$ cat src/lpw_pkg.sv
/*
 Package for the low-power wake and restart control block: levels, states, carriers.
 Assumes a sequencer that issues one-cycle requests and follows the returned decisions.
*/
package lpw_pkg;
  localparam logic [7:0] LPW_OPT_ADDR = 8'hC8;
  localparam int LPW_GEN_BIT = 4;
  localparam logic [7:0] LPW_OPT_RESET = 8'h00;
  localparam int LPW_NPIN = 8;
  localparam int LPW_NSRC = 4;
  localparam logic [LPW_NSRC-1:0] LPW_SRC_NONE = 4'h0;
  localparam logic [2:0] LPW_PIN_IRQ_CFG = 3'h2;

  typedef enum logic [1:0] {
    LPW_LVL_MAIN = 2'b00,
    LPW_LVL_MASK = 2'b01,
    LPW_LVL_NMI = 2'b10
  } lpw_level_t;

  typedef enum logic [1:0] {
    LPW_ST_RUN = 2'b00,
    LPW_ST_WAIT = 2'b01,
    LPW_ST_STOP = 2'b10
  } lpw_state_t;

  typedef struct packed {
    logic halt_wait;
    logic halt_stop;
    logic reti;
    logic wr_en;
    logic [7:0] wr_addr;
    logic [7:0] wr_data;
  } lpw_req_t;

  typedef struct packed {
    logic vec_take;
    logic vec_nmi;
    logic [1:0] vec_src;
    logic resume_next;
    logic halt_skip;
  } lpw_dec_t;
endpackage : lpw_pkg

$ cat src/lpw_ctrl.sv
/*
 Wake and restart controller: latches interrupt events, decides halt entry, wake and vectoring.
 Assumes the sequencer raises one request at a time and sits at an instruction boundary.
*/
`timescale 1ns/100ps
module lpw_ctrl
  import lpw_pkg::*;
(
  input wire logic i_clk,
  input wire logic i_rst_n,
  input wire lpw_req_t i_req,
  input wire logic i_nmi,
  input wire logic [LPW_NPIN-1:0] i_pin,
  input wire logic [LPW_NPIN-1:0] i_pin_ddr,
  input wire logic [LPW_NPIN-1:0] i_pin_or,
  input wire logic [LPW_NPIN-1:0] i_port_data_reg,
  input wire logic [LPW_NSRC-1:0] i_periph_evt,
  output lpw_dec_t o_dec,
  output lpw_state_t o_state,
  output lpw_level_t o_level,
  output logic o_core_halted,
  output logic o_global_irq_enable
);
  // Two synchroniser stages for pins and NMI, then one stage for edges
  logic [LPW_NPIN:0] sync1, sync2, last;
  logic [LPW_NPIN:0] next_sync1, next_sync2, next_last;

  // Global maskable enable
  logic global_irq_enable, next_gen;
  logic opt_write;

  // Latched requests
  logic [LPW_NSRC-1:0] pend, next_pend;
  logic nmi_pend, next_nmi_pend;

  // Sequencer view: level, saved level, run state and decisions
  lpw_level_t level, next_level, saved, next_saved;
  logic mask_nest, next_mask_nest;
  lpw_state_t state, next_state;
  lpw_dec_t dec, next_dec;
  logic halted, next_halted;
  logic halt_req, vec_mask, vec_nmi_go;
  logic [1:0] mask_idx;

  // Pin set to interrupt input by its direction, option and data bits
  function automatic logic pin_is_irq(input logic ddr, input logic opt, input logic dat);
    return ({ddr, opt, dat} == LPW_PIN_IRQ_CFG);
  endfunction : pin_is_irq

  // Lowest index wins among pending maskable sources
  function automatic logic [1:0] prio_idx(input logic [LPW_NSRC-1:0] p);
    logic [1:0] r;
    r = 2'h0;
    for (int k = LPW_NSRC - 1; k >= 0; k--) begin
      if (p[k]) begin
        r = k[1:0];
      end
    end
    return r;
  endfunction : prio_idx

  logic [LPW_NPIN-1:0] pin_fall, pin_cfg;
  logic pin_evt, nmi_rise, mask_ready, any_wake;

  // Synchroniser group
  always_comb begin
    next_sync1 = {i_nmi, i_pin};
    next_sync2 = sync1;
    next_last = sync2;
  end

  // Edge detection and wake qualification
  always_comb begin
    for (int k = 0; k < LPW_NPIN; k++) begin
      pin_cfg[k] = pin_is_irq(i_pin_ddr[k], i_pin_or[k], i_port_data_reg[k]);
    end
    pin_fall = last[LPW_NPIN-1:0] & ~sync2[LPW_NPIN-1:0];
    pin_evt = |(pin_fall & pin_cfg) & global_irq_enable;
    nmi_rise = sync2[LPW_NPIN] & ~last[LPW_NPIN];
    mask_ready = (pend != LPW_SRC_NONE) & global_irq_enable;
    // NMI wakes only with global enable set
    any_wake = mask_ready | (nmi_pend & global_irq_enable);
    mask_idx = prio_idx(pend);
  end

  // Enable group: writes are ignored while halted
  always_comb begin
    opt_write = (state == LPW_ST_RUN) && i_req.wr_en && (i_req.wr_addr == LPW_OPT_ADDR);
    next_gen = global_irq_enable;
    if (opt_write) begin
      next_gen = i_req.wr_data[LPW_GEN_BIT];
    end
  end

  // Pending group: new events win except on the maskable source being taken
  always_comb begin
    next_pend = pend | i_periph_evt;
    next_pend[0] = next_pend[0] | pin_evt;
    if (vec_mask) begin
      next_pend[mask_idx] = 1'b0;
    end
    next_nmi_pend = nmi_pend | nmi_rise;
    if (vec_nmi_go) begin
      next_nmi_pend = nmi_rise;
    end
  end

  // Sequencer group
  always_comb begin
    halt_req = i_req.halt_wait || i_req.halt_stop;
    next_level = level;
    next_saved = saved;
    next_mask_nest = mask_nest;
    next_state = state;
    next_dec = '0;
    vec_mask = 1'b0;
    vec_nmi_go = 1'b0;
    unique case (state)
      LPW_ST_RUN: begin
        if (halt_req) begin
          if (any_wake || (nmi_pend && level != LPW_LVL_NMI)) begin
            next_dec.halt_skip = 1'b1;
          end else begin
            next_saved = level;
            next_state = i_req.halt_stop ? LPW_ST_STOP : LPW_ST_WAIT;
          end
        end else if (i_req.reti) begin
          if (level == LPW_LVL_NMI) begin
            next_level = mask_nest ? LPW_LVL_MASK : LPW_LVL_MAIN;
            next_mask_nest = 1'b0;
          end else begin
            next_level = LPW_LVL_MAIN;
          end
        end else if (nmi_pend && level != LPW_LVL_NMI) begin
          // NMI serviced regardless of global enable
          vec_nmi_go = 1'b1;
          next_mask_nest = (level == LPW_LVL_MASK);
          next_level = LPW_LVL_NMI;
          next_dec.vec_take = 1'b1;
          next_dec.vec_nmi = 1'b1;
        end else if (mask_ready && level == LPW_LVL_MAIN) begin
          vec_mask = 1'b1;
          next_dec.vec_take = 1'b1;
          next_dec.vec_src = mask_idx;
          next_level = LPW_LVL_MASK;
        end
      end
      LPW_ST_WAIT, LPW_ST_STOP: begin
        if (any_wake) begin
          next_state = LPW_ST_RUN;
          unique case (saved)
            LPW_LVL_MAIN: begin
              next_dec.resume_next = 1'b0;
            end
            LPW_LVL_NMI: begin
              next_dec.resume_next = 1'b1;
            end
            LPW_LVL_MASK: begin
              next_dec.resume_next = ~(nmi_pend & global_irq_enable);
            end
            default: begin
              next_dec.resume_next = 1'b1;
            end
          endcase
        end
      end
      default: begin
        next_state = LPW_ST_RUN;
      end
    endcase
    next_halted = (next_state != LPW_ST_RUN);
  end

  // Synchroniser registers
  always_ff @(posedge i_clk or negedge i_rst_n) begin
    if (!i_rst_n) begin
      sync1 <= '0;
      sync2 <= '0;
      last <= '0;
    end else begin
      sync1 <= next_sync1;
      sync2 <= next_sync2;
      last <= next_last;
    end
  end

  // Enable register
  always_ff @(posedge i_clk or negedge i_rst_n) begin
    if (!i_rst_n) begin
      global_irq_enable <= LPW_OPT_RESET[LPW_GEN_BIT];
    end else begin
      global_irq_enable <= next_gen;
    end
  end

  // Pending registers
  always_ff @(posedge i_clk or negedge i_rst_n) begin
    if (!i_rst_n) begin
      pend <= LPW_SRC_NONE;
      nmi_pend <= 1'b0;
    end else begin
      pend <= next_pend;
      nmi_pend <= next_nmi_pend;
    end
  end

  // Sequencer registers
  always_ff @(posedge i_clk or negedge i_rst_n) begin
    if (!i_rst_n) begin
      level <= LPW_LVL_MAIN;
      saved <= LPW_LVL_MAIN;
      mask_nest <= 1'b0;
      state <= LPW_ST_RUN;
      dec <= '0;
      halted <= 1'b0;
    end else begin
      level <= next_level;
      saved <= next_saved;
      mask_nest <= next_mask_nest;
      state <= next_state;
      dec <= next_dec;
      halted <= next_halted;
    end
  end

  // Outputs straight from registers
  always_comb begin
    o_dec = dec;
    o_state = state;
    o_level = level;
    o_core_halted = halted;
    o_global_irq_enable = global_irq_enable;
  end
endmodule : lpw_ctrl

$ cat config.mk
export PLATFORM = sky130hd
export DESIGN_NAME = lpw_ctrl
export DESIGN_NICKNAME = d
export VERILOG_FILES = /design/src/lpw_pkg.sv /design/src/lpw_ctrl.sv
export SDC_FILE = /design/constraint.sdc
export NUM_CORES = 1
export LEC_CHECK = 0
export ABC_AREA = 1
export ABC_CLOCK_PERIOD_IN_PS = 1400
export BUFFER_PORTS_ARGS = -buffer_cell sky130_fd_sc_hd__buf_2
export CORE_ASPECT_RATIO = 0.5
export CORE_MARGIN = 8
export CORE_UTILIZATION = 43
export CTS_BUF_LIST = sky130_fd_sc_hd__clkbuf_16
export CTS_CLUSTER_DIAMETER = 40
export DETAILED_ROUTE_END_ITERATION = 8
export GPL_TIMING_DRIVEN = 0
export MAX_ROUTING_LAYER = met4
export PLACE_DENSITY = 0.83
export SLEW_MARGIN = 10
export SYNTH_ARGS = -nofsm -noshare
export SYNTH_HDL_FRONTEND = slang
export SYNTH_SLANG_ARGS = --single-unit
$ cat constraint.sdc
create_clock -name i_clk -period 1.4 [get_ports i_clk]
set_input_delay 0.42 -clock i_clk [delete_from_list [all_inputs] [get_ports i_clk]]
set_output_delay 0.42 -clock i_clk [all_outputs]
set_load 0.03 [all_outputs]
==> results.md, run 1 <==
- The smallest clock period supported by the final layout is computed as 1.45 ns.
- At the later pin of the worst-skew pair, clock insertion delay measures 0.28 ns.
- The prevailing post-synth register cell is sky130_fd_sc_hd__dfrtp_1.
- The largest fanout on the critical path is 4.
- The sink count of the clock tree is 47.
- Setup violations remaining at the end of the flow were counted as 5.
- The net count of the mapped netlist is 239.
- Dividing total power by cell area gives a power density of between 1500 and 2000 nW/um^2.
- The worst slew slack as a fraction of its limit is 33.3%.
- The worst hold path belongs to the class in2reg.
- For this run, design rule violations remaining after detail routing come to 0.
- The via count of the first global-routing pass came to between 1.5k and 2k.
- The standard cell area after detailed placement is ~2200 sq um.
- The first global-routing pass estimated about 6500 microns of wire.
- The core box area is between 4000 and 5000 sq um.
- The fraction of synthesized cell area taken by the top area cell type is a little under two thirds.
- The number of antenna violations at the first check in global routing is 0.
- The global-route congestion overflow total is 0.
- Yosys instantiated no cell more often than sky130_fd_sc_hd__dfrtp_1.
- The number of synthesized flops with an enable pin is 0.
- The total count of max-transition violations in the final report came to 0.
- The sequential group share of total power is 40.0%.
- Entering global routing, the biggest net connects 48 pins.
- The post-place setup slack is -0.142 ns.
- STA puts the critical path data required time at 1.57 ns.
- The critical path class is reg2reg.
- The clock group share of total power is 30.8%.
- Sorting the synthesized cells by area gives the leading types as sky130_fd_sc_hd__dfrtp_1, sky130_fd_sc_hd__nand2_1, sky130_fd_sc_hd__inv_1.
- The clock arrives with ~0.0046 ns of skew.
- In this run the deepest clock path goes through 2 buffers.
- The H-tree generated during clock tree synthesis spans 2 levels.
- The chip width is 109 microns.
- Combinational logic burns between 20% and 30% of the power.
- Wires add up to 4350 microns.
- The mean post-synth cell area is 10.3 sq um.
- After synthesis the netlist holds a flip-flop and latch count of 47.
- The worst hold margin is 0.240 ns.
- After synthesis, flip-flops and latches occupy 63.9% of the total area.
- The number of warnings issued by yosys is 0.
- The detail route stage leaves a number of antenna-violating nets equal to 0.
- The count of buffers added on input and output ports is 63.
- The HPWL after detailed placement is 2940 microns.
- The kind of end point of the critical path is a flop.
- The last weighted congestion value of the routability-driven placer is between 0.7 and 0.8.
- The final design area excluding fillers is around 2500 sq um.
- The internal power consumption is 2860 uW.
- In the synthesized netlist, the cells that appear most often are sky130_fd_sc_hd__dfrtp_1, sky130_fd_sc_hd__nand2_1, sky130_fd_sc_hd__inv_1.
- The die is 62.3 microns tall.
- The post-detailed-route via-to-cell ratio is 4.80.
- The gate count of the mapped netlist is ~180.
- The cell area that synthesis handed to floorplanning was 1840 sq um.
- The flow ran to the end, but the final reports show violations.
- The floorplan step defined a die boundary enclosing 6760 sq um.
- The ratio of final minimum period to clock period is 104%.
- The net count of the finished layout is between 300 and 400.
- The final count of hold timing violations is 0.
- Global routing used 12.5% of the available tracks.
- The actual transition at the worst max-transition pin is 1.00 ns.
- Setup repair after global routing could not meet its margin everywhere.
- The arrival time at the worst endpoint is 1.63 ns.
- The least setup slack across all paths after layout is -0.0524 ns.
- The layout cell share with drive strength beyond 1 is a little over two fifths.
- The number of different library cells in the post-synthesis netlist is 27.
- The startpoint class of the critical path is a flop.
- The clock edge transition at the registers on the reported setup and hold paths is ~0.060 ns.
- The total number of vias is 1512.
- The tree is rooted in a sky130_fd_sc_hd__clkbuf_16.
- Counting flops with an async set or reset pin after synthesis yields a share of 100%.
- The switching share of power is 31.3%.
- The total leakage power is around 0.0013 uW.
- Summed over all instances, the cell type with the most area after synthesis is sky130_fd_sc_hd__dfrtp_1.
- The placement row count is 16.
- The detailed router finished its first iteration with 48 violations.
- Max-cap violations in this run came to 0.
- The final reports fail on negative setup slack.
- The number of clock buffers inserted by TritonCTS is 5.
- The final antenna diode count is 0.
- The initial core utilization is 46.0%.
- The TritonCTS clock tree is yes.
- Pin placement for this block handled 71 I/O pins.
- Compared with the post-synthesis result, the final layout area differs by 37.4%.
- Static timing analysis puts the maximum clock frequency at between 600 and 700 MHz.
- The first-pass iteration count of the detailed router is 4.
- The share of the core filled with cells in the final layout is 63.2%.
- Adding up every negative setup slack in the final design gives -0.168 ns.
- The filler cell count in the final layout is around 320.
- IR analysis of the VDD net gives a maximum drop of 0.959 mV.
- For this design the total switching power over the nets is 1300 uW.
- The average wire length per cell after detail routing is 13.8 microns.
critical path, cell delays in order (launching register included):
cell and delay [ns]:
sky130_fd_sc_hd__dfrtp_2 0.43, sky130_fd_sc_hd__inv_2 0.08, sky130_fd_sc_hd__ha_4 0.15, sky130_fd_sc_hd__inv_4 0.04, sky130_fd_sc_hd__nor2_4 0.10, sky130_fd_sc_hd__nand2_2 0.08, sky130_fd_sc_hd__clkinv_2 0.07, sky130_fd_sc_hd__nand3_4 0.09
sky130_fd_sc_hd__nor2_2 0.11, sky130_fd_sc_hd__nand2_1 0.06, sky130_fd_sc_hd__o21ai_1 0.10, sky130_fd_sc_hd__inv_1 0.05
registers in the layout (all words and copies together) (netlist names):
register / flops
pend: 4
o_dec: 6
o_core_halted: 1
next_last: 9
o_state: 2
o_level: 2
nmi_pend: 1
mask_nest: 1
o_global_irq_enable: 1
saved: 2
last: 9
next_sync2: 9
cells by family after synthesis:
| logic type | share of synthesized area, % |
|---|---|
| buffers and inverters | 5.98 |
| adders and majority gates | 1.36 |
| AOI/OAI and AO/OA | 5.23 |
| and+or+nand+nor | 23.6 |
| DFF | 63.9 |
routing by layer:
| metal | up-vias | share of wire (%) | track usage, % |
|---|---|---|---|
| met5 | - | 0 | - |
| met4 | 0 | 1.6 | 6.26 |
| met3 | 5 | 5.2 | 3.91 |
| met2 | 35 | 56 | 23.9 |
| met1 | 741 | 37 | 10.5 |
| li1 | 731 | - | - |
metrics by stage:
stage / total power [uW] / cells
finish: 4150 / 315
global placement: 2620 / 295
detailed placement: 2670 / 295
CTS: 4040 / 305
global route: 4400 / 315
floorplan: 2360 / 178
final cells by class:
class	count	area, sq um	area share [%]
Clock buffer	5	125	4.95
Clock inverter	2	33.8	1.34
Inverter	29	115	4.55
Multi-Input combinational cell	102	593	23.4
Sequential cell	47	1180	46.7
Tap cell	54	67.6	2.67
Timing Repair Buffer	76	413	16.3
final timing paths:
| check | to | slack, ns | depth (start not counted) | startpoint |
|---|---|---|---|---|
| min reg2reg | next_last[6]$_DFF_PN0_ | 0.35 | 0 | next_sync2[6]$_DFF_PN0_ |
| max | pend[2]$_DFF_PN0_ | -0.05 | 11 | o_state[1]$_DFF_PN0_ |
| min in group asynchronous | last[8]$_DFF_PN0_ | 0.31 | 1 | i_rst_n |
| max in group asynchronous | o_global_irq_enable$_DFFE_PN0P_ | 0.41 | 1 | i_rst_n |
| max reg2reg | pend[2]$_DFF_PN0_ | -0.05 | 11 | o_state[1]$_DFF_PN0_ |
| min | next_sync2[4]$_DFF_PN0_ | 0.24 | 1 | i_pin[4] |
power groups by stage:
stage	Sequential, uW	Clock (uW)	Combinational (uW)
3_3_place_gp	1660	0	958
4_1_cts	1660	1310	1070
2_1_floorplan	1830	0	530
6_report	1660	1280	1210
5_1_grt	1690	1370	1340
3_5_place_dp	1670	0	1000
what timing repair did:
action / CTS / global route
resized for setup: 4 / 9
setup endpoints to repair: 6 / 12
setup buffers: 3 / 10
pin swaps: 2 / 5
hold buffers: 0 / 0
hold endpoints to repair: 0 / 0
cell usage in the layout, fill, tap and decap left out, types with 2 or more instances in the layout:
cell | synthesis | routed
sky130_fd_sc_hd__nand2_1 | 33 | 30
sky130_fd_sc_hd__nand3b_1 | 4 | 4
sky130_fd_sc_hd__inv_2 | 1 | 3
sky130_fd_sc_hd__inv_1 | 27 | 24
sky130_fd_sc_hd__nor2_2 | 2 | 3
sky130_fd_sc_hd__inv_4 | 0 | 2
sky130_fd_sc_hd__nor3_1 | 3 | 3
sky130_fd_sc_hd__nand3_1 | 8 | 8
sky130_fd_sc_hd__o21ai_0 | 5 | 3
sky130_fd_sc_hd__o21ai_1 | 3 | 5
sky130_fd_sc_hd__nor2_4 | 1 | 2
sky130_fd_sc_hd__buf_4 | 0 | 13
sky130_fd_sc_hd__a21oi_1 | 5 | 5
sky130_fd_sc_hd__dfrtp_2 | 0 | 5
sky130_fd_sc_hd__nor3b_1 | 8 | 8
sky130_fd_sc_hd__nor2_1 | 13 | 11
sky130_fd_sc_hd__nand4_1 | 3 | 3
sky130_fd_sc_hd__buf_2 | 0 | 63
sky130_fd_sc_hd__nand2_2 | 2 | 5
sky130_fd_sc_hd__dfrtp_1 | 47 | 42
sky130_fd_sc_hd__clkbuf_16 | 0 | 5
Power figures use the tool's default switching activity.
==> run 2, diff against run 1 <==
ABC_CLOCK_PERIOD_IN_PS = 1700   (was 1400)
CORE_UTILIZATION = 50   (was 43)
PLACE_DENSITY = 0.89   (was 0.83)
clock period = 1.7 ns   (was 1.4 ns; I/O delays follow)
==> results.md, run 2 (synthesis results as in run 1) <==
- The flow ran to the end, and the final reports show no timing, DRC or antenna violations.
- The count of max-cap constraint violations is 0.
- Clock-pin slew was measured on the worst setup and hold paths at 0.06 ns.
- The setup violation total in the final timing report is 0.
- The maximum number of pins on one net before global-route repair is 48.
- In this run the tool buffered the top-level ports with between 60 and 70 buffer cells.
- Measured in cells, the most critical reg-to-reg path has a length of 8.
- The worst slew slack as a fraction of its limit is 34.4%.
- The initial utilization of the core area, before any placement, comes to a little over half.
- The flop-to-flop setup slack is 0.18 ns.
- In this run the worst hold path is classified as in2reg.
- The total number of vias is around 1.4k.
- The placement row count is 15.
- In the routed layout, each cell is associated on average with a via count of between 4 and 5.
- For the worst setup path, the data arrival time is approximately 1.7 ns.
- For the worst-skew pair, the clock arrives at the later sink with an insertion delay of 0.28 ns.
- On the worst path, the slowest cell contributes a delay of 0.39 ns.
- The category of cells accounting for the largest share of critical-path delay is simple AND/OR/NAND/NOR gates.
- The final count of hold timing violations is 0.
- The setup TNS after final layout is 0 ns.
- The cell with the biggest individual delay on the critical path is sky130_fd_sc_hd__dfrtp_1.
- The total count of max-transition violations in the final report was 0.
- The first-pass iteration count of the detailed router is 4.
- The startpoint identified for the worst hold timing path is i_pin[2].
- The overall power is 3100 uW.
- The via count of the first global-routing pass is 1473.
- The largest fanout on the critical path is 5.
- The first global-routing pass estimated approximately 6300 microns of wire.
- The count of pins on the block boundary is 71.
- The worst endpoint required time is 1.87 ns.
- IR analysis of the VDD net gives a maximum drop of about 0.73 mV.
- Clock tree synthesis inserted a total of 5 buffers.
- After layout, the minimum clock period comes to 1.52 ns.
- The first routing iteration left 29 violations.
- The total buffers and inverters traversed by the critical path is 2.
- Counting instances, the worst hold path has a depth of 1.
- The number of antenna violations at the first check in global routing is 0.
- The layout cell share with drive strength beyond 1 is 34.9%.
- The signal on the critical path passes through nor2_1 -> nand2_2 -> o21ai_2 -> nand3_2 -> nand2_1 -> inv_1 -> o21ai_2 -> inv_1.
- The kind of end point of the critical path is a flop.
- In the routed design, unresolved DRC markers number 0.
- The post-detailed-route count of antenna-violating nets is 0.
- The level count of the clock H-tree is 2.
- The last weighted congestion value of the routability-driven placer is 0.847.
- The global-route congestion overflow total is 0.
- In the layout the commonest cells are sky130_fd_sc_hd__buf_2, sky130_fd_sc_hd__dfrtp_1, sky130_fd_sc_hd__nand2_1.
- The total of hold buffers inserted after clock tree synthesis is 0.
- The worst clock skew on the final layout is 0.00395 ns.
- The power density relative to cell area is 1300 nW/um^2.
- The worst register-to-register path begins at pend[3]$_DFF_PN0_.
- Based on the critical path, the design can be clocked at up to 657 MHz.
- The TritonCTS clock tree is yes.
- The number of antenna diodes in the final layout is 0.
- The startpoint class of the critical path is a flop.
- After detailed routing, the total wire length is 3910 microns.
- The total leakage power is 0.00124 uW.
- The filler cells instantiated in the layout total ~240.
- The critical path class is reg2reg.
- Summed over all nets, the half-perimeter wirelength after detailed placement is 3040 microns.
- Setup repair after global routing left no endpoint under its margin.
- The net count reported at finish is 310.
- The reg-to-reg endpoint is o_state[0]$_DFF_PN0_.
- The footprint of the multi-input gates is 568 sq um.
- In this run the clock root is driven by a sky130_fd_sc_hd__clkbuf_16.
- The library cell used most frequently in the layout, excluding fill and tap cells, is sky130_fd_sc_hd__buf_2.
- The area of the die is 6000 sq um.
- The hold-critical path endpoint is next_sync2[2]$_DFF_PN0_.
- In this run the horizontal extent of the chip is 102 microns.
- The clock passes through at most 2 buffers.
- The sink count of the clock tree is 47.
- The actual transition at the worst max-transition pin is 0.984 ns.
- Relative to the synthesized area, the layout overhead comes to 29.2%.
- Dividing the detail-routed wire length by the instance count gives 13.0 microns.
- The die is about 59 microns tall.
- The ratio of final minimum period to clock period is 89.5%.
- The flip-flop and latch area is 1180 sq um.
- The core box area is 3470 sq um.
- The aggregate global-route resource usage is between 10 and 15%.
run 2: changes by cell type in the layout (fill, tap and decap cells not counted), sizes merged:
cell    before  now
buf         76   64
inv         29   28
bufinv       1    0
clkinv       1    3
run 2: cell type report:
| cell class | count | area share (%) |
|---|---|---|
| clock buffers | 5 | 5.26 |
| inverters | 29 | 4.63 |
| clock inverters | 2 | 0.578 |
| multi-input cells | 102 | 23.9 |
| repair buffers | 64 | 13.6 |
| well taps | 51 | 2.68 |
| flip-flops and latches | 47 | 49.4 |
run 2: worst register-to-register path, cell delays in order (launching register included):
cell and delay [ns]:
sky130_fd_sc_hd__dfrtp_1 0.39, sky130_fd_sc_hd__nor2_1 0.20, sky130_fd_sc_hd__nand2_2 0.11, sky130_fd_sc_hd__o21ai_2 0.26, sky130_fd_sc_hd__nand3_2 0.13, sky130_fd_sc_hd__nand2_1 0.09
sky130_fd_sc_hd__inv_1 0.05, sky130_fd_sc_hd__o21ai_2 0.12, sky130_fd_sc_hd__inv_1 0.06
run 2: timing repair:
item / 4_1_cts / 5_1_grt
setup endpoints to repair: 0 / 3
gates resized for setup: 0 / 3
buffers inserted: 0 / 1
run 2: worst max-delay path by stage:
stage | slack, ns | endpoint | depth (start not counted) | startpoint
6_report | 0.18 | o_state[0]$_DFF_PN0_ | 8 | pend[3]$_DFF_PN0_
5_1_grt | 0.03 | pend[2]$_DFF_PN0_ | 11 | o_state[0]$_DFF_PN0_
4_1_cts | 0.06 | pend[3]$_DFF_PN0_ | 11 | o_state[0]$_DFF_PN0_
3_5_place_dp | 0.07 | pend[3]$_DFF_PN0_ | 11 | o_state[0]$_DFF_PN0_
3_3_place_gp | 0.12 | pend[2]$_DFF_PN0_ | 10 | i_req[19]
2_1_floorplan | 0.10 | pend[3]$_DFF_PN0_ | 11 | o_state[0]$_DFF_PN0_
run 2: power breakdown:
| group | leakage (uW) | switching [uW] | internal (uW) | total [uW] |
|---|---|---|---|---|
| clock network | 0.0000696 | 378 | 535 | 913 |
| logic | 0.000618 | 549 | 295 | 845 |
| registers | 0.000555 | 81.2 | 1260 | 1340 |
| total | 0.00124 | 1010 | 2090 | 3100 |
run 2: metrics by stage:
| step | utilization, % | worst slack, ns | cell area (sq um) | hold WS, ns | std cells |
|---|---|---|---|---|---|
| finish | 68.5 | 0.179 | 2380 | 0.328 | 300 |
| global route | 68.5 | 0.0297 | 2380 | 0.317 | 300 |
| CTS | 68.0 | 0.0598 | 2360 | 0.324 | 299 |
| detailed placement | 64.0 | 0.0745 | 2220 | 0.335 | 292 |
| global placement | 64.0 | 0.120 | 2220 | 0.334 | 292 |
| floorplan | - | 0.102 | 1840 | 0.214 | 178 |
run 2: per-layer routing:
layer  vias to the layer above  global-route usage (%)  wire [microns]
met5                         -                       -               0
met4                         0                    8.06              95
met3                         9                    4.11             229
met2                        34                    25.6            2160
met1                       668                    12.7            1430
li1                        712                       -               -
==> run 3, diff against run 2 <==
GPL_TIMING_DRIVEN = 1   (was 0)
==> results.md, run 3 (synthesis results as in run 1) <==
- Between clock sinks in the finished design, the worst skew comes to around 0.0056 ns.
- The final count of hold timing violations was 0.
- In this run the horizontal extent of the chip is 102 microns.
- The endpoint identified for the worst register-to-register timing path is pend[1]$_DFF_PN0_.
- After filler insertion, the fill cell instance count of the layout stands at 228.
- Setup violations remaining at the end of the flow were counted as 0.
- The level count of the clock H-tree is 2.
- The met3 routed wirelength is 317 microns.
- Summed over all cells, the static leakage comes to 0.00126 uW.
- The most used cell along the critical path is sky130_fd_sc_hd__inv_1.
- Once routing completed, OpenROAD measured the worst setup slack at 0.150 ns.
- The flow ran to the end, and the final reports show no timing, DRC or antenna violations.
- The critical path class is reg2reg.
- The via count of the first global-routing pass is 1500.
- The total buffers and inverters traversed by the critical path is 4.
- For this design, the sink count on the clock tree is between 40 and 50.
- The multi-input combinational cells in the finished layout cover a total of 568 sq um.
- The first-pass iteration count of the detailed router is 4.
- At the worst endpoint, the arrival time is approximately 1.7 ns.
- For the pin with the worst max-slew slack, the measured transition is 0.415 ns.
- Entering global routing, the biggest net connects 19 pins.
- 71 I/O pins were placed.
- The highest metal layer carrying signal wires in the routed design is met4.
- The final antenna diode count is 0.
- The total number of vias is 1452.
- In the detailed route, the total length drawn on met2 is 2250 microns.
- The first global-routing pass estimated 6330 microns of wire.
- The number of clock buffers inserted by TritonCTS is 5.
- Max-cap violations in this run came to 0.
- The height of the die is 58.9 microns.
- Clock-pin slew was measured on the worst setup and hold paths at 0.06 ns.
- For this run, design rule violations remaining after detail routing come to 0.
- The flip-flop and latch area is 1180 sq um.
- The maximum cell stage delay along the critical path is 0.40 ns.
- The depth of the most critical reg-to-reg path is 11.
- Across all register-to-register paths, the minimum setup slack is ~0.15 ns.
- The largest fanout on the critical path is 5.
- The signed area change from the synthesized netlist to the final layout is 31.0%.
- At the worst endpoint, the required time is 1.87 ns.
- The TritonCTS clock tree is yes.
- Once detail routing completed, the nets flagged for antenna violations numbered 0.
- The ratio of final minimum period to clock period is between 90% and 100%.
- The net count reported at finish is ~310.
- The number of buffers inserted by port buffering is 63.
- The signal on the critical path passes through inv_1 -> ha_4 -> inv_1 -> nor2_4 -> nand2_2 -> clkinv_2 -> nand2_1 -> nor2_1 -> nand2_1 -> o21ai_0 -> inv_1.
- The insertion delay to the later sink of the worst-skew pair is roughly 0.28 ns.
- The internal power consumption is 2090 uW.
- The cell with the biggest individual delay on the critical path is sky130_fd_sc_hd__dfrtp_1.
- The net switching component of the power is 1030 uW.
- The sequential group share of total power is between 40% and 50%.
- For this block, wires on met1 add up to 1430 microns.
- In this run the power density over the cells is 1290 nW/um^2.
- The worst slew slack as a fraction of its limit is between 70 and 80%.
- The clock network is responsible for about 30% of the overall power.
- The routed design could run at a clock period as short as ~1.6 ns.
- Cells with a size suffix above 1 make up 34.9% of the layout.
- Clock tree synthesis selected as its root buffer the cell sky130_fd_sc_hd__clkbuf_16.
- The switching share of power is roughly a third.
- The kind of end point of the critical path is a flop.
- The type of the worst min-delay path is in2async.
- The average wire length per cell after detail routing is 13.5 microns.
- The startpoint of the lowest-slack register-to-register path is o_state[0]$_DFF_PN0_.
- The floorplan has 15 rows.
- Hold is met by between 0.15 and 0.2 ns.
- The HPWL reported at the end of detailed placement is 3050 microns.
- Wires add up to just over 4000 microns.
- The number of antenna violations at the first check in global routing is 0.
- In the global route stage, overall resource usage came out at roughly 14%.
- The core box area is 3470 sq um.
- Dividing the detail-routed via count by the number of cells gives 4.79.
- The category of cells accounting for the largest share of critical-path delay is simple AND/OR/NAND/NOR gates.
- The total count of max-transition violations in the final report is 0.
- The congestion estimate from routability-driven global placement came to 0.861.
- The share of total power in combinational logic is 26.7%.
- The worst vdd rail ir drop is 0.772 mV.
- The top cell types in the final layout, fill and taps aside, are sky130_fd_sc_hd__buf_2, sky130_fd_sc_hd__dfrtp_1, sky130_fd_sc_hd__nand2_1.
- The die covers 6000 sq um.
- The initial utilization of the core area, before any placement, comes to between 50% and 60%.
- The first-iteration detailed-routing DRC count is 43.
- Leaving out fill and tap cells, the most frequent cell in the layout is sky130_fd_sc_hd__buf_2.
- Before CTS, the worst setup slack after placement is 0.0890 ns.
- For this run, the top clock speed supported by timing is 645 MHz.
- The global-route congestion overflow total is 0.
- The number of buffers on the longest clock path is 2.
- The worst setup path is launched from a flop.
- For this design, the CTS-stage hold fixing added 0 buffers.
[run 3: power groups by stage]
stage	registers [uW]	logic [uW]	clock network (uW)
finish	1360	834	930
global route	1370	923	998
CTS	1350	796	953
detailed placement	1370	782	0
global placement	1360	749	0
floorplan	1500	394	0
[run 3: worst register-to-register path: cells and delay by family, from the launching register on]
kind	cells	cell delay [ns]
buffers and inverters	4	0.36
and+or+nand+nor	5	0.42
adders and majority gates	1	0.18
DFF	1	0.40
AOI/OAI and AO/OA	1	0.08
[run 3: repair_timing]
item                                    4_1_cts  5_1_grt
setup buffers                                 0        0
resized for setup                             0        2
endpoints found under the setup margin        0        4
hold endpoints to repair                      0        0
[run 3: layout make-up]
type | count | area share, %
flip-flops and latches | 47 | 48.7
multi-input cells | 102 | 23.5
repair buffers | 66 | 14.5
clock buffers | 5 | 5.18
inverters | 29 | 4.56
well taps | 51 | 2.64
clock inverters | 3 | 0.829
[run 3: worst max path at each step]
stage / cells past startpoint / startpoint / slack, ns / endpoint
floorplan: 11 / o_state[0]$_DFF_PN0_ / 0.10 / pend[3]$_DFF_PN0_
global placement: 10 / i_req[19] / 0.13 / pend[2]$_DFF_PN0_
detailed placement: 10 / i_req[18] / 0.09 / pend[3]$_DFF_PN0_
CTS: 11 / o_state[0]$_DFF_PN0_ / 0.08 / pend[1]$_DFF_PN0_
global route: 11 / o_state[0]$_DFF_PN0_ / -0.002 / pend[1]$_DFF_PN0_
finish: 11 / o_state[0]$_DFF_PN0_ / 0.15 / pend[1]$_DFF_PN0_
[run 3: routing by layer]
layer | track usage, % | vias to the layer above
li1 | - | 713
met1 | 12.2 | 679
met2 | 27.2 | 51
met3 | 3.76 | 9
met4 | 7.23 | 0
met5 | - | -
[run 3: per-stage QoR]
stage	power [uW]	area (sq um)	setup TNS (ns)	utilization, %	cells
after floorplan	1890	1840	0	-	178
after global placement	2110	2260	0	65.0	295
after detailed placement	2160	2260	0	65.0	295
after CTS	3100	2400	0	69.2	303
after global routing	3290	2410	-0.00223	69.5	303
final	3120	2410	0	69.5	303
